===== config.mk =====
export PLATFORM = sky130hd
export DESIGN_NAME = fault_eval
export DESIGN_NICKNAME = d
export VERILOG_FILES = /design/src/fault_pkg.sv /design/src/fault_eval.sv
export SDC_FILE = /design/constraint.sdc
export NUM_CORES = 2
export LEC_CHECK = 0
export BUFFER_PORTS_ARGS = -buffer_cell sky130_fd_sc_hd__buf_4
export CAP_MARGIN = 10
export CORE_ASPECT_RATIO = 0.8
export CORE_MARGIN = 2
export CORE_UTILIZATION = 59
export CTS_BUF_LIST = sky130_fd_sc_hd__clkbuf_8
export DETAILED_ROUTE_END_ITERATION = 16
export PLACE_DENSITY = 0.81
export SETUP_SLACK_MARGIN = 0.1
export SLEW_MARGIN = 20
export SYNTH_ARGS = -nofsm -noshare
export SYNTH_HDL_FRONTEND = slang
export SYNTH_SLANG_ARGS = --single-unit

===== constraint.sdc =====
create_clock -name core_clk -period 5.33 [get_ports core_clk]
set_input_delay 1.066 -clock core_clk [delete_from_list [all_inputs] [get_ports core_clk]]
set_output_delay 1.066 -clock core_clk [all_outputs]
set_load 0.02 [all_outputs]

===== src/fault_pkg.sv =====
// Constants, register map and carriers for the genset fault evaluator.
// Assumes one 40 MHz clock; register offsets are byte addresses.
package fault_pkg;

  localparam int CLK_NS  = 25;
  localparam int TICK_NS = 1000000;
  localparam int TICK_CYC = TICK_NS / CLK_NS;
  localparam int ECU_MS  = 3000;
  localparam int SVC_S   = 5;
  localparam int SVC_MS  = SVC_S * 1000;

  localparam int NA = 13;
  localparam int NT = 8;
  localparam int NP = 12;

  // Alarm bit positions
  localparam int A_ECU  = 0;
  localparam int A_VUNB = 1;
  localparam int A_IUNB = 2;
  localparam int A_OVC  = 3;
  localparam int A_OVL  = 4;
  localparam int A_REV  = 5;
  localparam int A_PH   = 6;
  localparam int A_MCB  = 7;
  localparam int A_GCB  = 8;
  localparam int A_SPD  = 9;
  localparam int A_SVC  = 10;
  localparam int A_LOCK = 11;
  localparam int A_TOPO = 12;

  // Persistence timer slots
  localparam int T_VUNB = 0;
  localparam int T_IUNB = 1;
  localparam int T_OVL  = 2;
  localparam int T_REV  = 3;
  localparam int T_MCB  = 4;
  localparam int T_GCB  = 5;
  localparam int T_SPD  = 6;
  localparam int T_ECU  = 7;

  // Parameter slots, offset R_PRM0 + 4*slot
  localparam int P_HOLD = 0;
  localparam int P_VFT  = 1;
  localparam int P_OVLT = 2;
  localparam int P_REVT = 3;
  localparam int P_CBT  = 4;
  localparam int P_SPDT = 5;
  localparam int P_UNB  = 6;
  localparam int P_OC   = 7;
  localparam int P_OVL  = 8;
  localparam int P_REVL = 9;
  localparam int P_CRK  = 10;
  localparam int P_IDMT = 11;

  localparam logic [7:0] R_CFG   = 8'h00;
  localparam logic [7:0] R_LATCH = 8'h04;
  localparam logic [7:0] R_CLASS = 8'h08;
  localparam logic [7:0] R_STAT  = 8'h0C;
  localparam logic [7:0] R_MASK  = 8'h10;
  localparam logic [7:0] R_ALARM = 8'h14;
  localparam logic [7:0] R_PRM0  = 8'h18;

  localparam int CFG_PH   = 0;
  localparam int CFG_TOPO = 1;
  localparam int IDMT_SH  = 8;

  localparam logic [15:0] PRM_RST = 16'h7FFF;
  localparam logic [NA-1:0] CLASS_RST = 13'h0000;

  typedef logic [NA-1:0] alarm_t;

  typedef struct packed {
    logic [15:0]        v1, v2, v3;
    logic [15:0]        i1, i2, i3;
    logic signed [15:0] kw;
    logic [15:0]        rpm;
  } meas_t;

  typedef struct packed {
    logic mcb_fb_def;
    logic mcb_open_cmd;
    logic mcb_is_open;
    logic gcb_fb_def;
    logic gcb_close_cmd;
    logic gcb_is_closed;
  } cb_t;

endpackage


===== src/fault_eval.sv =====
// Shutdown and load-dump fault evaluator with register port and interrupt.
// Assumes inputs synchronous to core_clk; measurements already scaled.
`timescale 1ns/1ps
module fault_eval
  import fault_pkg::*;
#(
  parameter int TICK = TICK_CYC
) (
  input  wire logic        core_clk,
  input  wire logic        nrst,
  input  wire logic [7:0]  addr,
  input  wire logic [31:0] wdata,
  input  wire logic        wr,
  input  wire logic        rd,
  output logic [31:0]      rdata_q,
  input  wire meas_t       meas,
  input  wire cb_t         cb,
  input  wire logic        engine_running,
  input  wire logic        ecu_msg,
  input  wire logic        ecu_check_en,
  input  wire logic        phase_rev,
  input  wire logic [2:0]  svc_expired,
  input  wire logic        remote_lock,
  input  wire logic        topo_known,
  input  wire logic        mode_cmd,
  input  wire logic        dis_prot,
  input  wire logic        btn_mute,
  input  wire logic        btn_lamp,
  output alarm_t           sd_q,
  output alarm_t           ld_q,
  output alarm_t           warn_q,
  output logic             svc_reset_q,
  output logic             done_msg_q,
  output logic             irq_q
);

  function automatic logic [17:0] x3(input logic [15:0] v);
    x3 = {1'b0, v, 1'b0} + {2'b00, v};
  endfunction

  // Compare 3*x against the sum, avoiding a divider
  function automatic logic unb_over(input logic [15:0] a, b, c, lim);
    logic [17:0] s;
    logic [17:0] dv;
    logic [17:0] p [3];
    unb_over = 1'b0;
    s = {2'b00, a} + {2'b00, b} + {2'b00, c};
    p[0] = x3(a);
    p[1] = x3(b);
    p[2] = x3(c);
    for (int k = 0; k < 3; k++) begin
      dv = (p[k] > s) ? p[k] - s : s - p[k];
      if (dv > x3(lim)) begin
        unb_over = 1'b1;
      end
    end
  endfunction

  ////////////////////////////////////////////////////////////////
  // Register file
  logic [1:0]  cfg_q;
  alarm_t      latch_q, class_q, sts_q, mask_q, act_q;
  logic [15:0] prm_q [NP];
  logic [7:0]  poff;
  logic [3:0]  pidx;
  logic        pvalid;

  assign poff   = addr - R_PRM0;
  assign pidx   = poff[5:2];
  // High offset bits checked too, so far addresses never alias a parameter
  assign pvalid = addr >= R_PRM0 && poff[1:0] == 2'b00 && poff[7:6] == 2'b00 && pidx < 4'(NP);

  always_ff @(posedge core_clk or negedge nrst) begin
    if (!nrst) begin
      cfg_q   <= '0;
      latch_q <= '0;
      class_q <= CLASS_RST;
      mask_q  <= '0;
      for (int k = 0; k < NP; k++) begin
        prm_q[k] <= PRM_RST;
      end
    end else if (wr) begin
      unique case (addr)
        R_CFG:   cfg_q   <= wdata[1:0];
        R_LATCH: latch_q <= wdata[NA-1:0];
        R_CLASS: class_q <= wdata[NA-1:0];
        R_MASK:  mask_q  <= wdata[NA-1:0];
        default: begin
          if (pvalid) begin
            prm_q[pidx] <= wdata[15:0];
          end
        end
      endcase
    end
  end

  always_ff @(posedge core_clk or negedge nrst) begin
    if (!nrst) begin
      rdata_q <= '0;
    end else if (rd) begin
      unique case (addr)
        R_CFG:   rdata_q <= 32'(cfg_q);
        R_LATCH: rdata_q <= 32'(latch_q);
        R_CLASS: rdata_q <= 32'(class_q);
        R_STAT:  rdata_q <= 32'(sts_q);
        R_MASK:  rdata_q <= 32'(mask_q);
        R_ALARM: rdata_q <= 32'(act_q);
        default: rdata_q <= pvalid ? 32'(prm_q[pidx]) : '0;
      endcase
    end else begin
      rdata_q <= '0;
    end
  end

  ////////////////////////////////////////////////////////////////
  // Millisecond tick and run holdoff
  logic [15:0] div_q, hold_q;
  logic        tick_q, run_ok;

  always_ff @(posedge core_clk or negedge nrst) begin
    if (!nrst) begin
      div_q  <= '0;
      tick_q <= 1'b0;
    end else begin
      tick_q <= div_q == 16'(TICK - 1);
      div_q  <= (div_q == 16'(TICK - 1)) ? '0 : div_q + 16'h0001;
    end
  end

  always_ff @(posedge core_clk or negedge nrst) begin
    if (!nrst) begin
      hold_q <= '0;
    end else if (!engine_running) begin
      hold_q <= '0;
    end else if (tick_q && hold_q < prm_q[P_HOLD]) begin
      hold_q <= hold_q + 16'h0001;
    end
  end

  assign run_ok = engine_running && hold_q >= prm_q[P_HOLD];

  ////////////////////////////////////////////////////////////////
  // Persistence timers
  logic [NT-1:0] cond, fired;
  logic [15:0]   per [NT];
  logic [15:0]   tcnt_q [NT];
  logic [15:0]   neg_kw;

  assign neg_kw = 16'(-meas.kw);
  assign cond[T_VUNB] = run_ok && unb_over(meas.v1, meas.v2, meas.v3, prm_q[P_UNB]);
  assign cond[T_IUNB] = run_ok && unb_over(meas.i1, meas.i2, meas.i3, prm_q[P_UNB]);
  assign cond[T_OVL]  = meas.kw > $signed(prm_q[P_OVL]);
  assign cond[T_REV]  = meas.kw[15] && neg_kw > prm_q[P_REVL];
  assign cond[T_MCB]  = cb.mcb_fb_def && cb.mcb_open_cmd && !cb.mcb_is_open;
  assign cond[T_GCB]  = cb.gcb_fb_def && cb.gcb_close_cmd && !cb.gcb_is_closed;
  assign cond[T_SPD]  = engine_running && meas.rpm < prm_q[P_CRK];
  assign cond[T_ECU]  = ecu_check_en && !ecu_msg;

  assign per[T_VUNB] = prm_q[P_VFT];
  assign per[T_IUNB] = prm_q[P_VFT];
  assign per[T_OVL]  = prm_q[P_OVLT];
  assign per[T_REV]  = prm_q[P_REVT];
  assign per[T_MCB]  = prm_q[P_CBT];
  assign per[T_GCB]  = prm_q[P_CBT];
  assign per[T_SPD]  = prm_q[P_SPDT];
  assign per[T_ECU]  = 16'(ECU_MS);

  // Counter saturates at its period so a held fault never wraps
  always_ff @(posedge core_clk or negedge nrst) begin
    if (!nrst) begin
      for (int k = 0; k < NT; k++) begin
        tcnt_q[k] <= '0;
      end
    end else begin
      for (int k = 0; k < NT; k++) begin
        if (!cond[k]) begin
          tcnt_q[k] <= '0;
        end else if (tick_q && tcnt_q[k] < per[k]) begin
          tcnt_q[k] <= tcnt_q[k] + 16'h0001;
        end
      end
    end
  end

  always_comb begin
    for (int k = 0; k < NT; k++) begin
      fired[k] = cond[k] && tcnt_q[k] >= per[k];
    end
  end

  ////////////////////////////////////////////////////////////////
  // Inverse-time overcurrent: excess integrated per tick
  logic [15:0] imax;
  logic        oc_over;
  logic [31:0] oc_acc_q;

  assign imax = (meas.i1 > meas.i2) ? ((meas.i1 > meas.i3) ? meas.i1 : meas.i3)
                                    : ((meas.i2 > meas.i3) ? meas.i2 : meas.i3);
  assign oc_over = imax > prm_q[P_OC];

  always_ff @(posedge core_clk or negedge nrst) begin
    if (!nrst) begin
      oc_acc_q <= '0;
    end else if (!oc_over) begin
      oc_acc_q <= '0;
    end else if (tick_q && !oc_acc_q[31]) begin
      oc_acc_q <= oc_acc_q + 32'(imax - prm_q[P_OC]);
    end
  end

  ////////////////////////////////////////////////////////////////
  // Alarm state, class, latching and protection disable
  alarm_t raw;

  always_comb begin
    raw         = '0;
    raw[A_ECU]  = fired[T_ECU];
    raw[A_VUNB] = fired[T_VUNB];
    raw[A_IUNB] = fired[T_IUNB];
    raw[A_OVC]  = oc_over && oc_acc_q >= (32'(prm_q[P_IDMT]) << IDMT_SH);
    raw[A_OVL]  = fired[T_OVL];
    raw[A_REV]  = fired[T_REV];
    raw[A_PH]   = cfg_q[CFG_PH] && phase_rev;
    raw[A_MCB]  = fired[T_MCB];
    raw[A_GCB]  = fired[T_GCB];
    raw[A_SPD]  = fired[T_SPD];
    raw[A_SVC]  = |svc_expired;
    raw[A_LOCK] = remote_lock;
    raw[A_TOPO] = cfg_q[CFG_TOPO] && run_ok && !topo_known;
  end

  // A new cause wins over a mode-command cancel
  always_ff @(posedge core_clk or negedge nrst) begin
    if (!nrst) begin
      act_q <= '0;
    end else begin
      act_q <= raw | (act_q & latch_q & {NA{!mode_cmd}});
    end
  end

  always_ff @(posedge core_clk or negedge nrst) begin
    if (!nrst) begin
      sd_q   <= '0;
      ld_q   <= '0;
      warn_q <= '0;
    end else begin
      sd_q   <= dis_prot ? '0 : act_q & class_q;
      ld_q   <= dis_prot ? '0 : act_q & ~class_q;
      warn_q <= dis_prot ? act_q : '0;
    end
  end

  ////////////////////////////////////////////////////////////////
  // Interrupt: rising alarms set sticky bits, write one clears
  alarm_t act_d1_q, sts_d;

  always_comb begin
    sts_d = sts_q;
    if (wr && addr == R_STAT) begin
      sts_d = sts_q & ~wdata[NA-1:0];
    end
    sts_d = sts_d | (act_q & ~act_d1_q);
  end

  always_ff @(posedge core_clk or negedge nrst) begin
    if (!nrst) begin
      act_d1_q <= '0;
      sts_q    <= '0;
      irq_q    <= 1'b0;
    end else begin
      act_d1_q <= act_q;
      sts_q    <= sts_d;
      irq_q    <= |(sts_d & mask_q);
    end
  end

  ////////////////////////////////////////////////////////////////
  // Service counter reset by two-button hold
  logic [15:0] btn_q;
  logic        both;

  assign both = btn_mute && btn_lamp;

  always_ff @(posedge core_clk or negedge nrst) begin
    if (!nrst) begin
      btn_q       <= '0;
      svc_reset_q <= 1'b0;
      done_msg_q  <= 1'b0;
    end else if (!both) begin
      btn_q       <= '0;
      svc_reset_q <= 1'b0;
      done_msg_q  <= 1'b0;
    end else begin
      if (tick_q && btn_q < 16'(SVC_MS)) begin
        btn_q <= btn_q + 16'h0001;
      end
      svc_reset_q <= btn_q == 16'(SVC_MS) && !done_msg_q;
      if (btn_q == 16'(SVC_MS)) begin
        done_msg_q <= 1'b1;
      end
    end
  end
endmodule


==> results.sh <==
export IMPL_grt_max_degree=131
export IMPL_hp_class="input pin to async pin"
export IMPL_crit_type="input pin to flip-flop"
export IMPL_fin_worst_skew_ns=0.0746
export IMPL_grt_pass1_wl_microns=276000
export IMPL_ant_nets=0
export IMPL_clk_path_buf_depth=3
export IMPL_ys_top_cells_by_area="ha_1 (19%), dfrtp_1 (18%), dfstp_2 (9.3%), xnor2_1 (4.3%), inv_1 (3.7%)"
export IMPL_fillers=5491
export IMPL_cts_clk_slew_worst_paths_ns=0.07
export IMPL_async_reset_ff_frac=1.00
export IMPL_grt_total_usage=0.395
export IMPL_clock_latency_ns=0.75
export IMPL_fin_nets=8023
export IMPL_yosys_area_top_type="ha_1"
export IMPL_clkSinkCount=539
export IMPL_first_iter_violations=5507
export IMPL_violations="setup timing"
export IMPL_chipHeight_microns=266
export IMPL_arrival_ns=8.24
export IMPL_ys_flop_type="dfrtp_1"
export IMPL_first_pass_iters=10
export IMPL_overflow=0
export IMPL_fin_ws_ns=-2.34
export IMPL_vias=50900
export IMPL_die_w_microns=331
export IMPL_cp_required_ns=5.90
export IMPL_whs_ns=0.420
export IMPL_wl_per_cell_microns=21.9
export IMPL_dpl_cell_area_sq_um=62300
export IMPL_cts_htree_levels=3
export IMPL_reg2regPathDepth=24
export IMPL_synth_seq_area_share=0.271
export IMPL_worstPathMaxFanout=8
export IMPL_critPathMaxStageDelay_ns=0.55
export IMPL_syn_inst=5650
export IMPL_antenna_found_initial=6
export IMPL_ir_drop_v=0.000387
export IMPL_start_kind="input pin"
export IMPL_synth_seq_cells=539
export IMPL_drt_total_wl_microns=180000
export IMPL_num_io_pins=265
export IMPL_avgSynthCellArea_sq_um=8.96
export IMPL_drc=0
export IMPL_die_area_sq_um=88100
export IMPL_slowest_stage="fa_1"
export IMPL_setup_violations_final=67
export IMPL_drive_above_1_share=0.310
export IMPL_vias_per_cell=6.19
export IMPL_synth_cell_types=97
export IMPL_slew_violations=0
export IMPL_netlist_area_sq_um=50600
export IMPL_globalplace_congestion=1.03
export IMPL_max_cap_violations=0
export IMPL_ys_warn_count=0
export IMPL_numCtsBuffers=86
export IMPL_rows=96
export IMPL_syn2layout_area_growth_pct=30.5
export IMPL_crit_top_cell="a21oi_2"
export IMPL_dp_hpwl_microns=136000
export IMPL_status="finished with violations"
export IMPL_io_buffers=232
export IMPL_timing_final_crit_share=1.44
export IMPL_tightestPinTransition_ns=1.15
export IMPL_root_buffer="clkbuf_8"
export IMPL_core_sq_um=85400
export IMPL_postCtsHoldBufs=0
export IMPL_clock_fmax_ghz=0.130
export IMPL_synth_edff_count=0
export IMPL_min_period_ns=7.67
export IMPL_p_per_area_nw_per_um2=413
export IMPL_critical_path_endpoint_type="flip-flop"
export IMPL_final_cell_area_sq_um=66000
export IMPL_cts_tree="yes"
export IMPL_yosysTopAreaCellShare=0.185
export IMPL_rsz0062_at_grt="yes"
export IMPL_finalHoldViolCount=0
export IMPL_grt_pass1_vias=50600
export IMPL_p_leak_uw=0.0339
export IMPL_start_util=0.593
export IMPL_slew_headroom=0.232
## timing repair
item                                    4_1_cts  5_1_grt
buffers inserted                             81       28
pin swaps                                   129       98
resized for setup                           168       66
cloned                                        7        0
endpoints found under the setup margin       67       67
## final cells by class
| cell class | instances | area [sq um] | area share |
|---|---|---|---|
| sequential | 539 | 13700 | 0.208 |
| clock buffer | 105 | 1450 | 0.0219 |
| antenna | 6 | 15.0 | 0.000227 |
| multi-input combinational | 4441 | 35800 | 0.542 |
| inverter | 497 | 1890 | 0.0287 |
| tap | 1127 | 1410 | 0.0213 |
| timing repair buffer | 1463 | 11400 | 0.173 |
| clock inverter | 56 | 370 | 0.00561 |
## flip-flops by register name, summed over array words and instances (netlist names), 16 cells and up
register / count
prm_q: 112
tcnt_q: 128
per: 80
btn_q: 16
div_q: 16
hold_q: 16
oc_acc_q: 32
rdata_q: 16
## synth_stat cells, drive strengths merged (31+ instances only)
master / number
dfrtp: 359
mux2: 98
fa: 55
a211oi: 45
mux4: 48
and2: 47
nor2b: 68
a21oi: 372
and4: 31
nor3: 109
nand3: 109
buf: 44
o21bai: 68
and3: 49
nor2: 339
a21o: 248
a221oi: 35
inv: 497
nand2: 411
mux2i: 89
ha: 749
xnor2: 248
a31oi: 47
o21a: 51
o21ai: 380
o211ai: 36
clkbuf: 145
or3: 44
nand2b: 54
dfstp: 180
nand4: 98
xor2: 155
## worst max-delay path, delay by kind of cell
kind | cells | cell delay, ns
AOI/OAI and AO/OA | 23 | 3.57
and+or+nand+nor | 5 | 0.75
buffers and inverters | 8 | 0.92
xor gates and xnor gates | 2 | 0.22
adders and majority gates | 5 | 1.71
## kinds of logic (layout without fill, tap and decap cells)
kind of cell | after synthesis | in the layout | share of synthesized area
flops | 539 | 539 | 0.271
other cells | 1 | 22 | 0.0000741
fa+ha+maj | 818 | 818 | 0.210
compound gates | 1501 | 1501 | 0.192
simple gates | 1467 | 1468 | 0.144
mux | 235 | 235 | 0.0608
buf+inv | 686 | 2121 | 0.0530
xor+xnor | 403 | 403 | 0.0699
## where the power goes
| part | total [uW] | internal [uW] | switching [uW] |
|---|---|---|---|
| Combinational | 19000 | 9410 | 9580 |
| Clock | 3790 | 1990 | 1800 |
| Sequential | 4500 | 4340 | 161 |
## placed cells by master (no fill, tap or decap), types with 105 or more instances in the layout
| master | Yosys | layout |
|---|---|---|
| a21o_1 | 248 | 248 |
| ha_1 | 749 | 732 |
| nand2_1 | 411 | 401 |
| buf_4 | 21 | 1406 |
| nand3_1 | 108 | 106 |
| xnor2_1 | 247 | 237 |
| inv_1 | 497 | 524 |
| o21ai_0 | 370 | 328 |
| dfstp_2 | 180 | 180 |
| clkbuf_8 | 0 | 105 |
| a21oi_1 | 370 | 320 |
| dfrtp_1 | 359 | 359 |
| nor2_1 | 339 | 330 |
| xor2_1 | 155 | 148 |
## final timing paths
path | from | to | slack (ns)
setup / recovery | meas[49] | tcnt_q[107] | -2.34
hold / removal | nrst | rdata_q[2] | 0.42
setup reg to reg | prm_q[81] | tcnt_q[121] | 0.05
hold reg to reg | act_q[6] | act_d1_q[6] | 0.45
max in group asynchronous | nrst | hold_q[4] | 3.59
min in group core_clk | act_q[6] | act_d1_q[6] | 0.45
## metal layers
layer / GRT usage / up-vias / wire, microns
met5: 0 / - / 30
met1: 0.513 / 24300 / 72100
met4: 0.201 / 4 / 10300
li1: - / 23000 / -
met3: 0.0987 / 715 / 19400
met2: 0.613 / 2888 / 78400
## per-stage QoR
step	std cells	utilization	worst slack, ns	total power [uW]	setup TNS [ns]
3_5_place_dp	7972	0.729	-3.12	21700	-169.75
2_1_floorplan	5665	-	-2.57	14800	-114.25
6_report	8234	0.773	-2.34	27300	-122.02
5_1_grt	8229	0.773	-2.59	29100	-135.65
4_1_cts	8202	0.766	-2.12	26600	-101.07
3_3_place_gp	7972	0.729	-2.92	21200	-160.58
Power figures use the tool's default switching activity.
